[src/rtl/lsp_defines.svh]
// Purpose: constants of the loop alarm and setpoint profile block
// Assumes: 100 MHz pclk, APB word registers at index * 4
// Notes:   profile table memory sits at index LSP_IDX_TAB upward
//
// Function
// Compare per-sample change of measured value with the rate threshold word.
// Mode bit 14 enables the rate alarm on its own.
// Rate alarm has no hysteresis.
// Absolute and deviation alarms set as soon as threshold is passed.
// Hysteresis amount accepted from 1 to 200 hex.
// Software keeps hysteresis below the deviation threshold.
// Absolute and deviation alarms clear only hysteresis past the threshold.
// Alarm programming error unless LL<L<H<HH and yellow below red.
// Calculation error when output at a limit and target not reached.
// Software lets only one source write the target value.
// Ramp slope read as BCD 00.00 to 99.99 counts per second.
// Soak duration read as BCD 000.1 to 999.9 minutes.
// Table entries fetched when needed, never copied ahead.
// Profile of up to eight pairs, steps 1 to 16.
// Profile runs in run mode whatever the loop mode.
// Ramp direction from ramp start value against ramp end value.
// Table located by pointer word; loop block is 32 words.
// Four words per pair: end, slope, duration, band.
// Ramp starts after previous soak; first from start, at present target.
// Soak deviation flag when measured value leaves band in soak.
// Profile ends at a pair whose slope is zero.
// Start, hold, resume, jog commands; complete, deviation, step status.
// Command acts on 0-to-1 and is cleared by the device.
// Commands ignored unless generator enable bit 11 stays set.
// Flag word: bit 4 done, 5 deviation, 6 hold, 8-15 step.
// Hold freezes target, resume continues, jog ends the segment.
// Rate is absolute difference of successive samples against threshold.
`ifndef LSP_DEFINES_SVH
`define LSP_DEFINES_SVH

`define LSP_CLK_NS        10
`define LSP_TICK_MS       10
`define LSP_TICK_CYCLES   (`LSP_TICK_MS * 1000000 / `LSP_CLK_NS)
`define LSP_SOAK_UNIT_MS  6000
`define LSP_SOAK_TICKS    (`LSP_SOAK_UNIT_MS / `LSP_TICK_MS)
`define LSP_ACC_WRAP      14'h2710
`define LSP_LAST_PAIR     3'h7
`define LSP_LOOP_WORDS    32

`define LSP_IDX_MODE      10'h000
`define LSP_IDX_TARGET    10'h002
`define LSP_IDX_MEAS      10'h003
`define LSP_IDX_CTRL      10'h005
`define LSP_IDX_STAT      10'h006
`define LSP_IDX_LL        10'h008
`define LSP_IDX_L         10'h009
`define LSP_IDX_H         10'h00a
`define LSP_IDX_HH        10'h00b
`define LSP_IDX_HYST      10'h00c
`define LSP_IDX_YEL       10'h00f
`define LSP_IDX_RED       10'h010
`define LSP_IDX_RATE      10'h011
`define LSP_IDX_OUT_LO    10'h018
`define LSP_IDX_OUT_HI    10'h019
`define LSP_IDX_FLAGS     10'h01b
`define LSP_IDX_PTR       10'h01c
`define LSP_IDX_TAB       10'h100

`define LSP_MODE_GEN      11
`define LSP_MODE_ABS      12
`define LSP_MODE_DEV      13
`define LSP_MODE_RATE     14

`define LSP_CMD_START     0
`define LSP_CMD_HOLD      1
`define LSP_CMD_RESUME    2
`define LSP_CMD_JOG       3

`define LSP_HYST_MIN      16'h0001
`define LSP_HYST_MAX      16'h0200
`define LSP_HYST_RST      16'h0001
`define LSP_OUT_HI_RST    16'hffff

`endif

[src/rtl/lsp_pkg.sv]
// Purpose: types of the loop alarm and setpoint profile block
// Assumes: nothing
// Notes:   state is one packed struct registered once
`default_nettype none
package lsp_pkg;

  typedef enum logic [2:0] {
    LSP_IDLE, LSP_NEXT, LSP_RAMP, LSP_SOAK, LSP_DONE
  } lsp_phase_t;

  typedef struct packed {
    logic [15:0] mode;
    logic [15:0] target;
    logic [15:0] meas;
    logic [15:0] prev;
    logic [15:0] ctrl;
    logic [15:0] out_lo;
    logic [15:0] out_hi;
    logic [15:0] thr_ll;
    logic [15:0] thr_l;
    logic [15:0] thr_h;
    logic [15:0] thr_hh;
    logic [15:0] hyst;
    logic [15:0] thr_yel;
    logic [15:0] thr_red;
    logic [15:0] thr_rate;
    logic [15:0] ptr;
    logic [3:0]  cmd;
    logic [6:0]  alm;
    logic        alm_err;
    logic        calc_err;
    logic        tab_err;
    lsp_phase_t  phase;
    logic        hold;
    logic        sdev;
    logic        dir_up;
    logic [2:0]  pair;
    logic [13:0] acc;
    logic [22:0] soak_cnt;
    logic [23:0] tick;
    logic [31:0] prdata;
    logic        run_s1;
    logic        run_s2;
  } lsp_state_t;

endpackage
`default_nettype wire

[src/rtl/lsp_top.sv]
// Purpose: alarms and ramp/soak target generator of one control loop
// Assumes: sample_pulse comes from pclk logic; run_mode is a pin
// Notes:   zero-wait APB slave; profile table lives in local memory
//
// The APB register port is this design's own decision.
`timescale 1ns/1ps
`default_nettype none
`include "lsp_defines.svh"

module lsp_top
  import lsp_pkg::*;
#(
  parameter int TICK_CYCLES = `LSP_TICK_CYCLES,
  parameter int TABLE_WORDS = 64
) (
  input  wire logic        pclk,         // APB clock
  input  wire logic        presetn,      // Async reset, active low
  input  wire logic        psel,         // APB select
  input  wire logic        penable,      // APB access phase
  input  wire logic        pwrite,       // APB direction
  input  wire logic [11:0] paddr,        // APB byte address
  input  wire logic [31:0] pwdata,       // APB write data
  output logic      [31:0] prdata,       // APB read data
  output logic             pready,       // APB ready
  output logic             pslverr,      // APB error, unmapped word
  input  wire logic        run_mode,     // Controller run mode pin
  input  wire logic        sample_pulse, // One loop sample period elapsed
  output logic      [15:0] target_value  // Present target value
);

  localparam int TW = $clog2(TABLE_WORDS);

  if (TICK_CYCLES < 1 || TICK_CYCLES >= (1 << 24)) begin : g_bad_tick
    $error("TICK_CYCLES out of range");
  end
  if (TABLE_WORDS < `LSP_LOOP_WORDS || TABLE_WORDS > 512) begin : g_bad_tab
    $error("TABLE_WORDS out of range");
  end

  lsp_state_t  s;
  lsp_state_t  n;
  logic [15:0] tab [TABLE_WORDS];
  logic [9:0]  idx;
  logic        setup;
  logic        wr;
  logic        hit;
  logic        tab_hit;
  logic [9:0]  tab_off;
  logic [31:0] rdata;
  logic        tick_now;
  logic [15:0] fbase;
  logic [15:0] fe_end;
  logic [15:0] fe_slope;
  logic [15:0] fe_dur;
  logic [15:0] fe_band;
  logic [13:0] slope_bin;
  logic [22:0] soak_load;
  logic [15:0] rate_now;
  logic [15:0] dev_now;
  logic [7:0]  step;
  logic        active;
  logic        ptr_bad;

  function automatic logic [13:0] lsp_bcd(input logic [15:0] b);
    lsp_bcd = 14'(b[15:12] * 1000 + b[11:8] * 100 + b[7:4] * 10 + b[3:0]);
  endfunction

  // Next state of a hysteresis alarm; above selects the upper-side sense
  function automatic logic lsp_hys(input logic cur, input logic above,
                                   input logic [15:0] v,
                                   input logic [15:0] t,
                                   input logic [15:0] h);
    logic [16:0] vh;
    logic [16:0] th;
    vh = {1'b0, v} + {1'b0, h};
    th = {1'b0, t} + {1'b0, h};
    if (above) begin
      lsp_hys = (v > t) ? 1'b1 : (vh <= {1'b0, t}) ? 1'b0 : cur;
    end else begin
      lsp_hys = (v < t) ? 1'b1 : ({1'b0, v} >= th) ? 1'b0 : cur;
    end
  endfunction

  assign idx     = paddr[11:2];
  assign setup   = psel && !penable;
  assign wr      = psel && penable && pwrite;
  assign tab_off = idx - `LSP_IDX_TAB;
  assign tab_hit = (idx >= `LSP_IDX_TAB) &&
                   (tab_off < 10'(TABLE_WORDS));
  assign pready  = 1'b1;
  assign pslverr = psel && penable && !hit;
  assign prdata  = s.prdata;
  assign target_value = s.target;

  // Entries are read straight from the table each time they are used
  assign fbase     = s.ptr + {11'h000, s.pair, 2'b00};
  assign fe_end    = tab[fbase[TW-1:0]];
  assign fe_slope  = tab[TW'(fbase + 16'h0001)];
  assign fe_dur    = tab[TW'(fbase + 16'h0002)];
  assign fe_band   = tab[TW'(fbase + 16'h0003)];
  assign slope_bin = lsp_bcd(fe_slope);
  assign soak_load = 23'(lsp_bcd(fe_dur) * `LSP_SOAK_TICKS);
  assign ptr_bad   = s.ptr > 16'(TABLE_WORDS - `LSP_LOOP_WORDS);
  assign tick_now  = s.tick == 24'(TICK_CYCLES - 1);
  assign rate_now  = (s.meas > s.prev) ? s.meas - s.prev
                                       : s.prev - s.meas;
  assign dev_now   = (s.meas > s.target) ? s.meas - s.target
                                         : s.target - s.meas;
  assign active    = s.phase == LSP_NEXT || s.phase == LSP_RAMP ||
                     s.phase == LSP_SOAK;
  assign step      = (s.phase == LSP_IDLE) ? 8'h00 :
                     (s.phase == LSP_SOAK || s.phase == LSP_DONE) ?
                     {4'h0, s.pair, 1'b0} + 8'h02 :
                     {4'h0, s.pair, 1'b0} + 8'h01;

  always_comb begin
    hit   = 1'b1;
    rdata = 32'h0000_0000;
    if (tab_hit) begin
      rdata = {16'h0000, tab[tab_off[TW-1:0]]};
    end else begin
      case (idx)
        `LSP_IDX_MODE:   rdata = {16'h0000, s.mode};
        `LSP_IDX_TARGET: rdata = {16'h0000, s.target};
        `LSP_IDX_MEAS:   rdata = {16'h0000, s.meas};
        `LSP_IDX_CTRL:   rdata = {16'h0000, s.ctrl};
        `LSP_IDX_STAT:   rdata = {19'h0, s.tab_err, s.calc_err, s.alm_err,
                                  s.alm, 3'h0};
        `LSP_IDX_LL:     rdata = {16'h0000, s.thr_ll};
        `LSP_IDX_L:      rdata = {16'h0000, s.thr_l};
        `LSP_IDX_H:      rdata = {16'h0000, s.thr_h};
        `LSP_IDX_HH:     rdata = {16'h0000, s.thr_hh};
        `LSP_IDX_HYST:   rdata = {16'h0000, s.hyst};
        `LSP_IDX_YEL:    rdata = {16'h0000, s.thr_yel};
        `LSP_IDX_RED:    rdata = {16'h0000, s.thr_red};
        `LSP_IDX_RATE:   rdata = {16'h0000, s.thr_rate};
        `LSP_IDX_OUT_LO: rdata = {16'h0000, s.out_lo};
        `LSP_IDX_OUT_HI: rdata = {16'h0000, s.out_hi};
        `LSP_IDX_FLAGS:  rdata = {16'h0000, step, 1'b0, s.hold, s.sdev,
                                  s.phase == LSP_DONE, s.cmd};
        `LSP_IDX_PTR:    rdata = {16'h0000, s.ptr};
        default:         hit   = 1'b0;
      endcase
    end
  end

  always_comb begin
    n        = s;
    n.run_s1 = run_mode;
    n.run_s2 = s.run_s1;
    n.tick   = tick_now ? 24'h000000 : s.tick + 24'h000001;
    n.alm_err = !(s.thr_ll < s.thr_l && s.thr_l < s.thr_h &&
                  s.thr_h < s.thr_hh) || !(s.thr_yel < s.thr_red);

    if (sample_pulse && s.run_s2) begin
      n.prev   = s.meas;
      n.alm[6] = s.mode[`LSP_MODE_RATE] && rate_now > s.thr_rate;
      if (s.mode[`LSP_MODE_ABS]) begin
        n.alm[0] = lsp_hys(s.alm[0], 1'b0, s.meas, s.thr_ll, s.hyst);
        n.alm[1] = lsp_hys(s.alm[1], 1'b0, s.meas, s.thr_l, s.hyst);
        n.alm[2] = lsp_hys(s.alm[2], 1'b1, s.meas, s.thr_h, s.hyst);
        n.alm[3] = lsp_hys(s.alm[3], 1'b1, s.meas, s.thr_hh, s.hyst);
      end else begin
        n.alm[3:0] = 4'h0;
      end
      if (s.mode[`LSP_MODE_DEV]) begin
        n.alm[4] = lsp_hys(s.alm[4], 1'b1, dev_now, s.thr_yel, s.hyst);
        n.alm[5] = lsp_hys(s.alm[5], 1'b1, dev_now, s.thr_red, s.hyst);
      end else begin
        n.alm[5:4] = 2'h0;
      end
      n.calc_err = (s.ctrl == s.out_hi || s.ctrl == s.out_lo) &&
                   s.meas != s.target;
    end

    // Loop mode plays no part: only run mode and the enable gate it
    if (s.run_s2 && s.mode[`LSP_MODE_GEN]) begin
      if (!s.hold) begin
        case (s.phase)
          LSP_NEXT: begin
            if (fe_slope == 16'h0000) begin
              n.phase = LSP_DONE;
            end else begin
              n.phase  = LSP_RAMP;
              n.dir_up = fe_end > s.target;
              n.acc    = 14'h0000;
            end
          end
          LSP_RAMP: begin
            if (s.target == fe_end) begin
              n.phase    = LSP_SOAK;
              n.soak_cnt = soak_load;
            end else if (tick_now) begin
              // Slope is below one count per tick, so one step at most
              if ({1'b0, s.acc} + {1'b0, slope_bin} >=
                  {1'b0, `LSP_ACC_WRAP}) begin
                n.acc    = s.acc + slope_bin - `LSP_ACC_WRAP;
                n.target = s.dir_up ? s.target + 16'h0001
                                    : s.target - 16'h0001;
              end else begin
                n.acc = s.acc + slope_bin;
              end
            end
          end
          LSP_SOAK: begin
            n.sdev = dev_now > fe_band;
            if (s.soak_cnt == 23'h000000) begin
              n.sdev  = 1'b0;
              n.phase = (s.pair == `LSP_LAST_PAIR) ? LSP_DONE : LSP_NEXT;
              n.pair  = (s.pair == `LSP_LAST_PAIR) ? s.pair
                                                   : s.pair + 3'h1;
            end else if (tick_now) begin
              n.soak_cnt = s.soak_cnt - 23'h000001;
            end
          end
          default: ;
        endcase
      end

      // A set bit here was written from zero, so it is the rising edge
      if (s.cmd[`LSP_CMD_START] && !active) begin
        n.tab_err = ptr_bad;
        if (!ptr_bad) begin
          n.pair  = 3'h0;
          n.phase = LSP_NEXT;
          n.hold  = 1'b0;
          n.sdev  = 1'b0;
        end
      end
      if (s.cmd[`LSP_CMD_HOLD] && active) begin
        n.hold = 1'b1;
      end
      if (s.cmd[`LSP_CMD_RESUME]) begin
        n.hold = 1'b0;
      end
      if (s.cmd[`LSP_CMD_JOG] && s.phase == LSP_RAMP) begin
        n.phase    = LSP_SOAK;
        n.soak_cnt = soak_load;
      end else if (s.cmd[`LSP_CMD_JOG] && s.phase == LSP_SOAK) begin
        n.soak_cnt = 23'h000000;
        n.phase    = LSP_SOAK;
      end
      n.cmd = 4'h0;
    end else if (s.run_s2) begin
      n.cmd = 4'h0;
    end
    if (!s.mode[`LSP_MODE_GEN]) begin
      n.phase = LSP_IDLE;
      n.hold  = 1'b0;
    end

    if (setup) begin
      n.prdata = rdata;
    end
    // Software write lands last, so it wins over a same-cycle clear
    if (wr && !tab_hit) begin
      case (idx)
        `LSP_IDX_MODE:   n.mode     = pwdata[15:0];
        `LSP_IDX_TARGET: n.target   = pwdata[15:0];
        `LSP_IDX_MEAS:   n.meas     = pwdata[15:0];
        `LSP_IDX_CTRL:   n.ctrl     = pwdata[15:0];
        `LSP_IDX_LL:     n.thr_ll   = pwdata[15:0];
        `LSP_IDX_L:      n.thr_l    = pwdata[15:0];
        `LSP_IDX_H:      n.thr_h    = pwdata[15:0];
        `LSP_IDX_HH:     n.thr_hh   = pwdata[15:0];
        `LSP_IDX_YEL:    n.thr_yel  = pwdata[15:0];
        `LSP_IDX_RED:    n.thr_red  = pwdata[15:0];
        `LSP_IDX_RATE:   n.thr_rate = pwdata[15:0];
        `LSP_IDX_OUT_LO: n.out_lo   = pwdata[15:0];
        `LSP_IDX_OUT_HI: n.out_hi   = pwdata[15:0];
        `LSP_IDX_FLAGS:  n.cmd      = pwdata[3:0];
        `LSP_IDX_PTR:    n.ptr      = pwdata[15:0];
        `LSP_IDX_HYST: begin
          // Out-of-range amounts are clamped rather than refused
          n.hyst = (pwdata[15:0] < `LSP_HYST_MIN) ? `LSP_HYST_MIN :
                   (pwdata[15:0] > `LSP_HYST_MAX) ? `LSP_HYST_MAX :
                   pwdata[15:0];
        end
        default: ;
      endcase
    end
  end

  always_ff @(posedge pclk or negedge presetn) begin
    if (!presetn) begin
      s        <= '0;
      s.hyst   <= `LSP_HYST_RST;
      s.out_hi <= `LSP_OUT_HI_RST;
      s.phase  <= LSP_IDLE;
    end else begin
      s <= n;
    end
  end

  // Table memory has no reset; software loads it before a start
  always_ff @(posedge pclk) begin
    if (wr && tab_hit) begin
      tab[tab_off[TW-1:0]] <= pwdata[15:0];
    end
  end
endmodule
`default_nettype wire

[config.mk]
export PLATFORM = sky130hd
export DESIGN_NAME = lsp_top
export DESIGN_NICKNAME = d
export VERILOG_FILES = /design/src/rtl/lsp_pkg.sv /design/src/rtl/lsp_top.sv
export VERILOG_INCLUDE_DIRS = /design/src /design/src/rtl
export SDC_FILE = /design/constraint.sdc
export NUM_CORES = 2
export LEC_CHECK = 0
export BUFFER_PORTS_ARGS = -buffer_cell sky130_fd_sc_hd__buf_4
export CORE_MARGIN = 3
export CORE_UTILIZATION = 52
export CTS_CLUSTER_DIAMETER = 50
export CTS_CLUSTER_SIZE = 8
export DETAILED_ROUTE_END_ITERATION = 10
export PLACE_DENSITY = 0.71
export SETUP_SLACK_MARGIN = 0.4
export SYNTH_ARGS = -nofsm -noshare
export SYNTH_HDL_FRONTEND = slang
export SYNTH_SLANG_ARGS = --single-unit
[constraint.sdc]
create_clock -name pclk -period 22.9 [get_ports pclk]
set_input_delay 2.29 -clock pclk [delete_from_list [all_inputs] [get_ports pclk]]
set_output_delay 2.29 -clock pclk [all_outputs]
set_load 0.02 [all_outputs]
-- Word-level counts from Yosys, hierarchy flattened
Memories as Yosys holds them, arrays and structs flattened.
Index checks and enable logic that the tools add are counted.
- multipliers: 7
- bitwise gates (word level): 2
- magnitude comparators: 27
- muxes and demuxes: 76
- reductions and logical operators: 60
- equality and inequality tests: 42
- add/subtract/negate cells: 29
- operators with widths (operator ; count):
    case mux 16 bit (17 select lines) ; 1
    2-to-1 mux 16 bit ; 14
    > comparator 16 bit ; 9
    2-to-1 mux 23 bit ; 5
    < comparator 16 bit ; 6
    adder 16 x 16 -> 17 bit ; 4
    <= comparator 17 x 16 -> 1 bit ; 4
    subtractor 16 bit ; 4
    == test 10 x 4 -> 1 bit (second input constant) ; 6
    == test 10 x 5 -> 1 bit (second input constant) ; 6
    2-to-1 mux 14 bit ; 4
    == test 16 bit ; 3
    2-to-1 mux 46 bit ; 1
    case mux 23 bit (2 select lines) ; 1
    2-to-1 mux 42 bit ; 1
    AND reduction 2 bit ; 21
    2-to-1 mux 3 bit ; 12
    >= comparator 16 x 17 -> 1 bit ; 2
    2-to-1 mux 32 bit ; 1
    adder 14 x 11 -> 14 bit ; 2
    adder 14 x 4 -> 14 bit ; 2
    adder 14 x 8 -> 14 bit ; 2
    case mux 14 bit (2 select lines) ; 1
    adder 24 x 1 -> 24 bit (second input constant) ; 1
    other kinds (55) ; 130
- memory bits (writable): 1024
- memories: 1
- output and inout bits: 50
- register bits: 374
- memory list (memory ; words ; width ; read ports ; clocked after Yosys merged registers in ; wr ports ; line ; RTL):
    tab ; 64 ; 16 ; 5 ; 0 ; 1 ; lsp_top.sv:42 ; logic [15:0] tab [TABLE_WORDS];

-- Depth between registers and ports, before layout
An unclocked memory read counts as a cell.
- word-level depth: 20
- gate-level depth with buffers: 51

-- Worst setup path before layout
OpenSTA, ideal clock, no wires.
- kind: register -> register
- start point: register s[119] in the netlist's numbering
- end point: register s[79] in the netlist's numbering
- library setup time: 0.135 ns
- required time: 22.765 ns
- arrival: 10.716 ns
- path buffers: 10
- cell stages (with the launch flop): 48
- setup slack: 12.049 ns
- cells stage by stage: dfrtp_1 > buf_2 > buf_2 > buf_2 > buf_1 > buf_1 > inv_2 > buf_1 > ha_1 > clkbuf_1 > clkbuf_1 > clkbuf_1 > clkbuf_1 > mux4_2 > mux2i_1 > mux2i_1 > ha_1 > ha_1 > [... 12 more ...] > xnor2_1 > ha_1 > ha_1 > inv_1 > fa_1 > fa_1 > inv_1 > ha_1 > a21o_1 > a21o_1 > a21oi_1 > nor2_1 > a21oi_1 > o311ai_0 > o311ai_0 > o22ai_1 > o21ai_0 > o21ai_0
- word-level cells in the longest chain between the ends: 13
- elaborated cells between the ends (all ways): 18
- those cells by class: add/sub (5); mul (4); eq/ne (2); mux (5); reduce/logical (1); memory (1)
- ends and longest elaborated chain (what ; line ; RTL):
    start: declaration ; lsp_top.sv:40 ; lsp_state_t s;
    start signal: assignment ; lsp_top.sv:291 ; s <= n;
    adder 6 x 5 -> 6 bit * ; lsp_top.sv:96 ; assign fbase = s.ptr + {11'h000, s.pair, 2'b00};
    adder 6 x 2 -> 6 bit ; lsp_top.sv:99 ; assign fe_dur = tab[TW'(fbase + 16'h0002)];
    memory read (64 x 16 bit) * ; - ;
    multiplier 4 x 7 -> 11 bit / multiplier 4 x 5 -> 9 bit (equally long branches) ; lsp_top.sv:65 ; lsp_bcd = 14'(b[15:12] * 1000 + b[11:8] * 100 + b[7:4] * 10 + b[3:0]);
    adder 14 x 11 -> 14 bit ; lsp_top.sv:65 ;
    adder 14 x 8 -> 14 bit ; lsp_top.sv:65 ;
    adder 14 x 4 -> 14 bit ; lsp_top.sv:65 ;
    multiplier 14 x 7 -> 20 bit (no source line) ; - ;
    2-to-1 mux 23 bit ; lsp_top.sv:190 ; if (s.target == fe_end) begin
    case mux 23 bit (2 select lines) ; lsp_top.sv:179 ; case (s.phase)
    2-to-1 mux 42 bit ; lsp_top.sv:178 ; if (!s.hold) begin
    2-to-1 mux 23 bit ; lsp_top.sv:239 ; end else if (s.cmd[`LSP_CMD_JOG] && s.phase == LSP_SOAK) begin
    2-to-1 mux 23 bit ; lsp_top.sv:236 ; if (s.cmd[`LSP_CMD_JOG] && s.phase == LSP_RAMP) begin
Mark *: on every way between the ends. The rest lies on a longest branch, timed or not. The select of a mux whose other input is x is not followed.
A chain may end at the register's enable or synchronous reset.

-- Final worst setup path
- start point: register s[95] in the netlist's numbering
- end point: register s[79] in the netlist's numbering
Same word-level chain as after synthesis.

==> results.yml <==
timing:
  setup_violations: 0
  fmax_mhz: 76.70
  period_minus_slack_ns: 13.04
  holdWs_ns: 0.3577
  drv_slew: 0
  slew_headroom_pct: 10.10
  rsz0062_at_grt: "no"
  setup_tns_ns: 0
  fin_crit_sh_pct: 56.93
  worstMarginPinSlew_ns: 1.334
  hold_viol: 0
  clock_skew_ns: 0.04781
routing:
  wl_per_cell_um: 34.65
  drc_errors: 0
  drt-pass1-iter-count: 9
  via_per_inst: 7.378
  routed_wl_um: 380700
  drt_iter0_drc: 13240
  vias: 81060
  antenna_left: 0
yosys:
  synth_cell_types: 85
  synthTopCellsByArea: "edfxtp_1 29%, mux4_2 25%, dfrtp_1 8.1%, ha_1 7.4%, mux2_2 3.3%"
  yosys.area_share.simple_pct: 6.607
  synth_enable_flop_cells: 1024
  synthMuxAreaShare_pct: 31.70
  synth_most_common_cell: "mux4_2"
  netlist_area_um2: 105800
  synth_top_family_by_area: "multiplexers"
  yosysTopAreaCell: "edfxtp_1"
  yosys_warnings: 0
  syn_area_per_cell_um2: 12.72
  synth_top_area_share_pct: 29.07
  synth_adder_area_share_pct: 8.581
  synthXorXnorAreaFrac_pct: 1.909
  synthArstFlopShare_pct: 25.90
  synth_compound_area_share_pct: 9.637
  synthTopCellsByCount: "1185 x mux4_2, 1024 x edfxtp_1, 623 x ha_1, 551 x nand2_1, 509 x o21ai_0"
  ys_ff_latch: 1382
  yosysSeqAreaShare_pct: 37.56
  yosys_most_used_dff: "edfxtp_1"
  netlist_instances: 8314
placed_design:
  dp.cells: 10660
  port_buffers: 65
  hpwl_um: 258900
  gp_congestion: 0.9882
  placed_area_um2: 109100
floorplanning:
  ios: 101
  initial_core_util_pct: 52.65
  die_area_um2: 208900
  die_width_um: 457.0
  die_y_um: 457.0
  num_rows: 164
  core_um2: 200900
worst_setup_path:
  crit_fanout: 31
  cp_data_required_time_ns: 23.60
  crit_type: "reg2reg"
  critPathCapture: "s[79]"
  r2r-end: "s[79]"
  cp.depth: 39
  cpMostUsedCell: "ha_1"
  startpoint_type: "register"
  cp.arrival_ns: 13.74
  cp_slowest_stage_delay_ns: 1.29
  r2r_slack_ns: 9.86
  startpoint: "s[95]"
  reg2reg_depth: 39
  end_kind: "register"
  rr_startpoint: "s[95]"
  cp_top_family: "adder cells"
  cp_slowest_cell: "fa_4"
  critPathBufInv: 5
status:
  outcome: "completed"
cts:
  cts_max_level: 4
  cts_tree: "done"
  cts_sinks: 1382
  cts_setup_buffers: 0
  post_cts_resized: 0
  cts_inserted_buffers: 211
  max-clock-path-buffers: 3
  clock_latency_ns: 0.90
  cts.clk_slew.worst_paths_ns: 0.05
  ctsHoldBuffers: 0
  cts-root-buf: "clkbuf_16"
min_path:
  holdCritPathClass: "reg2reg"
final_layout:
  syn2layout_area_growth_pct: 9.242
  finalNonFillerCells: 10990
  fin_area_um2: 115500
  fill_cells: 15620
  nNetsFinal: 8960
  drive_gt1_share_pct: 26.31
pwr:
  power_density_nw_per_um2: 69.32
  p_leak_nw: 44.71
  ir_drop_mv: 0.2400
global_route:
  grt_overflow_total: 0
  track_usage_pct: 35.94
  antenna_found_initial: 34
  grt_max_degree: 180
  grt_pass1_vias: 77760
  grt_first_pass_wirelength_um: 545100
job:
  cap_viol_max_count: 0
[cell type report]
cell class	instances	area, µm²	area share (%)
diodes	15	37.54	0.03249
clock buffers	256	5583	4.832
clock inverters	51	812.0	0.7028
inverters	365	1373	1.188
multi-input cells	5973	62360	53.97
flip-flops and latches	1382	39740	34.39
well taps	2656	3323	2.876
repair buffers	289	2318	2.007
[where the power goes]
group | internal, mW | switching (mW)
clock | 1.83 | 1.19
combinational | 0.989 | 1.28
sequential | 2.71 | 0.00984
[per-stage QoR]
step	power (mW)	setup slack (ns)	utilization [%]
5_1_grt	8.408	9.339	57.50
6_report	8.010	9.862	57.52
3_5_place_dp	5.003	10.15	54.31
4_1_cts	8.013	10.08	57.50
3_3_place_gp	4.973	10.24	54.31
2_1_floorplan	4.493	12.05	-
[routing by layer]
layer | wire length [µm] | global-route usage, % | up-vias
met2 | 163800 | 52.56 | 6723
li1 | - | - | 32710
met4 | 29610 | 22.71 | 36
met3 | 57840 | 13.70 | 1503
met5 | 291 | 0 | -
met1 | 129200 | 44.98 | 40090
[flip-flops by register name, indices dropped and copies added (netlist names)]
name          cells
s               325
n                 1
prdata           16
tab            1024
target_value     16
[cell usage in the layout (no fill, tap or decap), types with 52 or more instances in the layout]
| cell | netlist | layout |
|---|---|---|
| edfxtp_1 | 1024 | 1024 |
| a22oi_1 | 52 | 52 |
| o211ai_1 | 59 | 59 |
| nand4_1 | 80 | 80 |
| nand2b_1 | 53 | 52 |
| a21oi_1 | 470 | 470 |
| mux4_2 | 1185 | 1185 |
| inv_1 | 363 | 363 |
| buf_4 | 77 | 274 |
| nor2_2 | 0 | 60 |
| mux2_2 | 308 | 308 |
| fa_1 | 64 | 63 |
| o21ai_0 | 509 | 509 |
| nand3_1 | 102 | 102 |
| xor2_1 | 57 | 54 |
| clkbuf_16 | 0 | 214 |
| mux2i_1 | 315 | 315 |
| dfrtp_1 | 341 | 339 |
| nor2_1 | 493 | 429 |
| ha_1 | 623 | 620 |
| nor2b_1 | 68 | 67 |
| xnor2_1 | 169 | 161 |
| a21o_1 | 123 | 123 |
| a211oi_1 | 84 | 84 |
| nand2_1 | 551 | 550 |
| nor3_1 | 70 | 57 |
[how the worst min path moves through the flow]
stage                     startpoint    to  slack [ns]  cells past startpoint
final                           n[0]  s[0]        0.36                      0
after global routing            n[0]  s[0]        0.36                      0
after CTS                       n[0]  s[0]        0.36                      0
after detailed placement        n[0]  s[0]        0.35                      0
after global placement          n[0]  s[0]        0.34                      0
after floorplan                 n[0]  s[0]        0.33                      0
[cells by family after synthesis]
kind of cell,Yosys count
adder cells (fa/ha/maj),687
multiplexers,1827
flip-flops,1382
buffers and inverters,974
other,2
AND/OR/NAND/NOR,1556
AO/OA/AOI/OAI,1658
XOR/XNOR,228
No activity file was read; power rests on OpenSTA's default activity.
